## src/psf_pkg.sv

```systemverilog
// package for the processor status flags block
package psf_pkg;

   // ----------------------------------------
   // register map and fields
   // ----------------------------------------
   localparam logic [7:0] FLAGS_ADDR    = 8'hd0;
   localparam logic [7:0] FLAGS_RESET   = 8'h00;
   localparam int         POS_CARRY     = 7;
   localparam int         POS_HALF      = 6;
   localparam int         POS_USER0     = 5;
   localparam int         POS_BANK_HI   = 4;
   localparam int         POS_BANK_LO   = 3;
   localparam int         POS_WRAP      = 2;
   localparam int         POS_USER1     = 1;
   localparam int         POS_PARITY    = 0;
   localparam logic [7:0] WRITE_MASK    = 8'hfe;
   localparam logic [2:0] BANK_BYTES_LOG = 3'h3;

   // ----------------------------------------
   // arithmetic operation codes
   // ----------------------------------------
   typedef enum logic [2:0]
   {
      PSF_OP_NONE = 3'b000,
      PSF_OP_ADD  = 3'b001,
      PSF_OP_ADD_WITH_CARRY_INSTR = 3'b010,
      PSF_OP_SUBTRACT_BORROW_INSTR = 3'b011,
      PSF_OP_MUL  = 3'b100,
      PSF_OP_DIV  = 3'b101
   } psf_op_t;

   // operation request from the execution unit
   typedef struct packed
   {
      psf_op_t    op;
      logic [7:0] a;
      logic [7:0] b;
   } psf_alu_req_t;

   // flag results computed for one operation
   typedef struct packed
   {
      logic upd_cy;
      logic upd_ac;
      logic upd_ov;
      logic cy;
      logic ac;
      logic ov;
   } psf_flag_res_t;

endpackage

```

## src/psf_status_word.sv

```systemverilog
// processor status word register with flag update and bank select
//
// Operation
// - The status word lives at special register address 0xd0 and takes whole-byte and single-bit access.
// - Half carry is set on a carry into or borrow from the upper nibble.
// - Half carry is cleared by add, add with carry or subtract with borrow without a nibble carry or borrow; multiply and divide leave it.
// - User flags at bits 5 and 1 are freely software read/write and no instruction touches them.
// - Bank select bits 4:3 place register operands at bank times eight plus register number.
// - Overflow is set by add, add with carry or subtract with borrow on a signed overflow.
// - Overflow is set by multiply when the upper product byte is nonzero.
// - Overflow is set by divide with a zero divisor.
// - Overflow is cleared by those five instructions when no overflow condition occurs.
`timescale 1ns/100ps
module psf_status_word
(
   // clock and reset
   input  wire  logic                  CLOCK,
   input  wire  logic                  RST_N,
   input  wire  logic                  CLK_EN,
   // special register access
   input  wire  logic [7:0]            SFR_ADDR,
   input  wire  logic                  SFR_WR,
   input  wire  logic                  SFR_BIT,
   input  wire  logic [2:0]            SFR_BIT_SEL,
   input  wire  logic [7:0]            SFR_WDATA,
   output logic                        SFR_HIT,
   output logic [7:0]                  SFR_RDATA,
   // execution unit
   input  wire  psf_pkg::psf_alu_req_t ALU_REQ,
   input  wire  logic [7:0]            ACC_VALUE,
   // register operand mapping
   input  wire  logic [2:0]            REG_NUM,
   output logic [4:0]                  REG_ADDR,
   // flag outputs
   output logic                        CARRY_FLAG,
   output logic [1:0]                  REGISTER_BANK_SELECT
);

   // ----------------------------------------
   // storage
   // ----------------------------------------
   logic [7:0]             flags;
   logic [7:0]             next_flags;
   logic                   parity;
   psf_pkg::psf_flag_res_t calc;

   psf_flag_calc u_calc
   (
      .req   (ALU_REQ),
      .cy_in (flags[psf_pkg::POS_CARRY]),
      .res   (calc)
   );

   // ----------------------------------------
   // decode
   // ----------------------------------------
   wire       hit       = (SFR_ADDR == psf_pkg::FLAGS_ADDR);
   wire       wr_en     = hit && SFR_WR;
   wire [7:0] bit_mask  = 8'h01 << SFR_BIT_SEL;
   wire [7:0] wr_mask   = (SFR_BIT ? bit_mask : 8'hff) & psf_pkg::WRITE_MASK;
   wire [7:0] wr_val    = SFR_BIT ? {8{SFR_WDATA[0]}} : SFR_WDATA;

   assign parity = ^ACC_VALUE;

   // software write first, then instruction flags; a write in the same cycle
   // as an arithmetic result loses on the flags that the instruction updates
   always_comb
   begin
      next_flags = wr_en ? ((flags & ~wr_mask) | (wr_val & wr_mask)) : flags;
      if (calc.upd_cy)
      begin
         next_flags[psf_pkg::POS_CARRY] = calc.cy;
      end
      if (calc.upd_ac)
      begin
         next_flags[psf_pkg::POS_HALF] = calc.ac;
      end
      if (calc.upd_ov)
      begin
         next_flags[psf_pkg::POS_WRAP] = calc.ov;
      end
      next_flags[psf_pkg::POS_PARITY] = 1'b0;
   end

   always_ff @(posedge CLOCK or negedge RST_N)
   begin
      if (!RST_N)
      begin
         flags <= psf_pkg::FLAGS_RESET;
      end
      else if (CLK_EN)
      begin
         flags <= next_flags;
      end
   end

   // ----------------------------------------
   // outputs
   // ----------------------------------------
   assign SFR_HIT              = hit;
   assign SFR_RDATA            = {flags[7:1], parity};
   assign CARRY_FLAG           = flags[psf_pkg::POS_CARRY];
   assign REGISTER_BANK_SELECT = flags[psf_pkg::POS_BANK_HI:psf_pkg::POS_BANK_LO];
   assign REG_ADDR             = {REGISTER_BANK_SELECT, REG_NUM};

   wire arith = CLK_EN && (ALU_REQ.op != psf_pkg::PSF_OP_NONE) && (ALU_REQ.op != psf_pkg::PSF_OP_MUL)
                && (ALU_REQ.op != psf_pkg::PSF_OP_DIV);
endmodule

```

## src/psf_flag_calc.sv

```systemverilog
// flag computation for one arithmetic operation
`timescale 1ns/100ps
module psf_flag_calc
(
   // operation in
   input  wire  psf_pkg::psf_alu_req_t req,
   input  wire  logic                  cy_in,
   // flags out
   output wire  psf_pkg::psf_flag_res_t res
);

   wire        is_add  = (req.op == psf_pkg::PSF_OP_ADD) || (req.op == psf_pkg::PSF_OP_ADD_WITH_CARRY_INSTR);
   wire        is_sub  = (req.op == psf_pkg::PSF_OP_SUBTRACT_BORROW_INSTR);
   wire        is_mul  = (req.op == psf_pkg::PSF_OP_MUL);
   wire        is_div  = (req.op == psf_pkg::PSF_OP_DIV);
   wire        cin     = ((req.op == psf_pkg::PSF_OP_ADD_WITH_CARRY_INSTR) || is_sub) ? cy_in : 1'b0;
   wire [4:0]  lo_add  = {1'b0, req.a[3:0]} + {1'b0, req.b[3:0]} + {4'h0, cin};
   wire [4:0]  lo_sub  = {1'b0, req.a[3:0]} - {1'b0, req.b[3:0]} - {4'h0, cin};
   wire [8:0]  sum     = {1'b0, req.a} + {1'b0, req.b} + {8'h00, cin};
   wire [8:0]  dif     = {1'b0, req.a} - {1'b0, req.b} - {8'h00, cin};
   wire [15:0] prod    = req.a * req.b;
   wire        add_ov  = (req.a[7] == req.b[7]) && (sum[7] != req.a[7]);
   wire        sub_ov  = (req.a[7] != req.b[7]) && (dif[7] != req.a[7]);

   // mul and div leave carry and half carry to the core; only overflow is theirs here
   assign res.upd_cy = is_add || is_sub;
   assign res.upd_ac = is_add || is_sub;
   assign res.upd_ov = is_add || is_sub || is_mul || is_div;
   assign res.cy     = is_add ? sum[8] : dif[8];
   assign res.ac     = is_add ? lo_add[4] : lo_sub[4];
   assign res.ov     = is_add ? add_ov :
                       is_sub ? sub_ov :
                       is_mul ? (prod[15:8] != 8'h00) :
                       is_div ? (req.b == 8'h00) : 1'b0;

endmodule

```

## config.mk

```make
export PLATFORM = sky130hd
export DESIGN_NAME = psf_status_word
export DESIGN_NICKNAME = d
export VERILOG_FILES = /design/src/psf_pkg.sv /design/src/psf_status_word.sv /design/src/psf_flag_calc.sv
export SDC_FILE = /design/constraint.sdc
export NUM_CORES = 1
export LEC_CHECK = 0
export BUFFER_PORTS_ARGS = -buffer_cell sky130_fd_sc_hd__buf_2
export CAP_MARGIN = 20
export CORE_ASPECT_RATIO = 1.5
export CORE_MARGIN = 5
export CORE_UTILIZATION = 45
export CTS_BUF_LIST = sky130_fd_sc_hd__clkbuf_4 sky130_fd_sc_hd__clkbuf_8
export CTS_CLUSTER_DIAMETER = 80
export DETAILED_ROUTE_END_ITERATION = 7
export PLACE_DENSITY = 0.77
export RECOVER_POWER = 50
export REMOVE_ABC_BUFFERS = 1
export SYNTH_ARGS = -nofsm -noshare
export SYNTH_HDL_FRONTEND = slang
export SYNTH_SLANG_ARGS = --single-unit
```

## constraint.sdc

```tcl
create_clock -name CLOCK -period 2.4 [get_ports CLOCK]
set_clock_uncertainty 0.05 [all_clocks]
set_input_delay 0.48 -clock CLOCK [delete_from_list [all_inputs] [get_ports CLOCK]]
set_output_delay 0.48 -clock CLOCK [all_outputs]
set_load 0.005 [all_outputs]
```

-- Word level (Yosys, flattened, before mapping)
Index checks and enable logic that the tools add are counted.
- register bits: 7
- input port bits: 54
- output and inout port bits: 17
- logic and storage cells: 56
- add/subtract/negate cells: 8
- $mul: 1
- eq/ne operators: 10
- shifts and indexed selects: 1
- muxes and demuxes: 13
- bitwise logic cells: 4
- reduce and logical (&&, ||, !) cells: 16
- operators by type and width (operator ; count):
    two-way mux 8 bit ; 3
    bitwise AND 8 bit ; 2
    multiplier 8 x 8 -> 16 bit ; 1
    two-way mux 1 bit ; 10
    adder 8 x 8 -> 9 bit ; 1
    adder 9 x 1 -> 9 bit ; 1
    subtractor 8 x 8 -> 9 bit ; 1
    subtractor 9 x 1 -> 9 bit ; 1
    equality test 8 bit, second input constant ; 1
    logical NOT 8 bit ; 1
    NOT 8 bit ; 1
    bitwise OR 8 bit ; 1
    nonzero test 8 bit ; 1
    parity 8 bit ; 1
    << shifter 1 x 3 -> 8 bit, first input constant ; 1
    equality test 3 x 2 -> 1 bit, second input constant ; 2
    equality test 3 bit, second input constant ; 2
    AND reduction 2 bit ; 3
    adder 4 x 4 -> 5 bit ; 1
    adder 5 x 1 -> 5 bit ; 1
    logical OR 1 bit ; 5
    subtractor 4 x 4 -> 5 bit ; 1
    subtractor 5 x 1 -> 5 bit ; 1
    nonzero test 2 bit ; 2
    other kinds (4) ; 8

-- Depth between registers and ports, before layout
- depth after elaboration: 9
- gate-level depth with buffers: 17

-- Cells and area by module
Synthesis repeated with hierarchy kept, for this count alone.
- cell total of the unflattened synthesis: 401
- area, all modules: 3319.4 um2
- modules (own cells, without submodules) (module ; instances ; cells an instance ; area each (um2) ; sequential area each (um2)):
    psf_flag_calc ; 1 ; 321 ; 2616.3 ; 0.0
    psf_status_word ; 1 ; 80 ; 703.2 ; 175.2

-- Worst setup path after synthesis
Ideal clock, no wire load.
- kind: input to register
- start point: in ALU_REQ[4] (netlist name)
- end point: reg flags[2]
- arrival time: 4.259 ns
- data required time: 2.218 ns
- setup slack: -2.041 ns
- stages: 14
- cells stage by stage: ha_1 > inv_1 > fa_1 > fa_1 > fa_1 > fa_1 > inv_1 > ha_1 > and3_1 > a2111oi_4 > o21ai_1 > and3b_1 > nor4b_2 > o22ai_1
- cells in the longest elaborated chain, start to end: 7
- elaborated cells between the ends (all ways): 16
- those cells by class: add/sub: 4; mul: 1; eq/ne: 2; mux: 5; reduce/logical: 4
- RTL lines (element ; line ; RTL):
    from (decl) ; psf_status_word.sv:29 ; input wire psf_pkg::psf_alu_req_t ALU_REQ,
    parallel branches: the longest is 5 deep, another holds multiplier 8 x 8 -> 16 bit ; -- ;
    two-way mux 1 bit (*) ; psf_flag_calc.sv:31 ; assign res.ov = is_add ? add_ov :
    two-way mux 1 bit (*) ; psf_status_word.sv:78 ; if (calc.upd_ov)
    to (signal assigned) ; psf_status_word.sv:89 ; flags <= psf_pkg::FLAGS_RESET;
    to (signal assigned) ; psf_status_word.sv:93 ; flags <= next_flags;
    to (decl) ; psf_status_word.sv:42 ; logic [7:0] flags;
Mark *: on every way between the ends.
A chain may end at the register's enable or synchronous reset.

-- Final worst setup path
- start point: in ALU_REQ[12] (netlist name)
- end point: reg flags[2]
The elaborated chain is that of the path after synthesis.

==> impl_metrics.ini <==
[outcome]
status = finished with violations
failing_checks = setup timing

[clocking]
cts_inserted_buffers = 3
tritoncts = done
root_buffer = clkbuf_8
cts.reportedPaths.clkPinSlew_ns = 0.04
hold_buf_count_cts = 0
worstSkewPairLatency_ns = 0.23
cts.sinks = 7
htreeDepth = 1
cts.path.max_buffers = 2

[routing]
via_count = 3124
drt-vias-per-instance = 5.43
antenna_left = 0
drcViolationCount = 0
post_drt_wl_per_cell_um = 15.2
detail_route.first_pass.iterations = 5
dr.first_iter.drc_count = 118
postRouteWirelength_um = 8760

[global_route]
grt_start_max_net_pins = 12
gr-usage-all-layers_pct = 19.6
grt_pass1_vias = 3410
grt_pass1_wl_um = 14600
antenna_found_initial = 0
global_route.overflow_total = 0

[floorplan]
design.die.area_sq_um = 9020
initial_utilization_pct = 45.4
die_y_um = 114
boundaryPins = 71
std_cell_rows = 38
chipWidth_um = 79.3
fp.coreArea_sq_um = 7130

[timing]
min_period_over_period_pct = 179
timing.final.hold_violations = 0
post-route-worst-setup-slack_ns = -1.91
finalWorstPathRequiredPeriod_ns = 4.31
totalNegativeSetupSlack_ns = -1.95
slew_violations = 0
tightestPinTransition_ns = 0.414
timing.slew.headroom_pct = 72.2
maxClockFrequency_mhz = 232
rsz0062_at_grt = true
setup-violations-final = 2

[worst_setup_path]
launching_point_of_the_worst_reg2reg_path = flags[7]
setup.worst_path.class = in2reg
timing.critical_path.from_type = input pin
startpoint = ALU_REQ[12]
critical_path_arrival_ns = 4.36
worstPathRequired_ns = 2.45
critPathMaxFanout = 4
crit_path_end_kind = flip-flop

[yosys]
synth.lib_cells_used.distinct = 59
synth_compound_gate_area_share_pct = 16.9
synth_warn = 0
postSynthCellCount = 380
synth_seq_cells = 7
synth-main-ff-cell = dfrtp_1
synthesized_area_sq_um = 3240
synth_edf_count = 0
async_reset_ff_share_pct = 100
synth_simple_gate_area_share_pct = 19.5
synthAdderAreaFrac_pct = 42.5
synth_xor_area_share_pct = 3.52
postSynthAreaPerCell_sq_um = 8.52
main_combinational_cell_family_by_area_after_synthesis = adder cells
synth.area.mux_share_pct = 2.16
yosysSeqAreaShare_pct = 5.41

[place]
hpwlAfterDp_um = 7460
portBuffers = 64
placed_cell_area_sq_um = 4010
gp_congestion = 1.00

[cells_and_area]
areaGrowthSynthToFinish_pct = 33.6
drive_above_1_share_pct = 34.5
antennaDiodeCount = 0
layout.nets = 639
stdcell_area_sq_um = 4320

[run]
timing.max_cap.violations = 0

[power_and_ir_drop]
ir_drop_v = 0.000297
cellPowerDensity_nw_per_um2 = 593
p_leak_nw = 2.20
total_power_w = 0.00256

[worst_hold_path]
min-delay-path-class = in2async
-- cell usage in the layout, fill, tap and decap left out, types with 3 or more instances in the layout --
master    synthesis  routed
mux2i_1           7       7
xor2_1            3       3
fa_1             35      31
nand2_1          31      29
nand4b_1          3       3
a21oi_2           2       4
clkbuf_8          0       3
o21ai_0          12       5
and2_1           24      21
dfrtp_1           7       7
buf_4             9      66
ha_4              0       8
a211oi_4          0       3
o21ai_1           1       8
ha_1             54      44
xnor2_1          10      10
a21oi_1          14      12
fa_2              0       4
and2_4            0       3
nand2b_1          5       5
inv_1            63      62
nor2_1           24      23
nor3_1            6       6
buf_2             3      51
o22ai_1           5       5
nand3b_1          4       4
buf_6             0       4
a21o_1            6       6
nor3b_1           5       5
-- routing by layer --
metal / track usage, % / up-vias / share of wire [%]
met1: 22.5 / 1513 / 37
met5: 0 / - / 0
li1: - / 1507 / -
met2: 38.5 / 88 / 57
met4: 4.82 / 0 / 1.5
met3: 1.42 / 16 / 4.5
-- stage by stage --
stage               instances  setup WS [ns]  hold slack, ns  utilization [%]
detailed placement        570          -2.41           0.277             56.3
floorplan                 367          -2.04           0.134                -
finish                    575          -1.91           0.102             60.6
global route              575          -2.08           0.131             60.6
global placement          570          -2.29           0.275             56.3
CTS                       575          -1.90          0.0384             60.0
-- what timing repair did --
action,in CTS,in global routing
buffers inserted,1,0
pin swaps,37,10
resized for setup,50,12
endpoints found under the setup margin,2,3
-- kinds of logic after synthesis --
kind of cell | Yosys count
fa+ha+maj | 89
simple gates | 117
mux | 7
flops | 7
buf+inv | 76
compound gates | 71
xor+xnor | 13
-- power breakdown --
part | switching, W | internal [W]
Sequential | 0.00000856 | 0.000129
Combinational | 0.00115 | 0.00110
Clock | 0.0000526 | 0.000126
-- Yosys cell counts (4+ instances only) --
library cell	number	area share, %
inv_1	63	7.3
ha_1	54	21
fa_1	35	22
nand2_1	31	3.6
and2_1	24	4.6
nor2_1	24	2.8
a21oi_1	14	2.2
o21ai_0	12	1.9
xnor2_1	10	2.7
buf_4	9	2.1
dfrtp_1	7	5.4
mux2i_1	7	2.2
a21o_1	6	1.4
nor3_1	6	0.93
nand2b_1	5	0.97
nor3b_1	5	1.2
o22ai_1	5	0.97
nand3b_1	4	0.93
-- worst max-delay path, cell delays in order --
cell and delay (ns):
buf_4 0.12, buf_4 0.11, nand2_1 0.07, fa_1 0.54, inv_1 0.06, fa_1 0.53
inv_1 0.06, fa_1 0.54, inv_1 0.05, ha_1 0.30, ha_2 0.35, buf_4 0.12
nand4_1 0.12, buf_4 0.17, o31ai_1 0.24, o2111ai_2 0.18, nor4b_2 0.23, o22ai_1 0.09
-- path summary, 6_finish.rpt --
| kind | end | slack [ns] | cells past startpoint |
|---|---|---|---|
| hold / removal | flags[2] | 0.10 | 1 |
| max in group asynchronous | flags[6] | 1.91 | 1 |
| min in group CLOCK | flip-flop | 0.47 | 3 |
| setup reg to reg | flags[2] | -0.26 | 11 |
| hold reg to reg | flags[6] | 0.49 | 2 |
| setup / recovery | flags[2] | -1.91 | 18 |
-- cell type report --
class,count,area (sq um)
flip-flops and latches,7,175
repair buffers,124,818
fillers,598,2810
inverters,63,239
multi-input cells,297,2940
well taps,80,100
clock buffers,4,48.8
No activity file was read; power rests on OpenSTA's default activity.
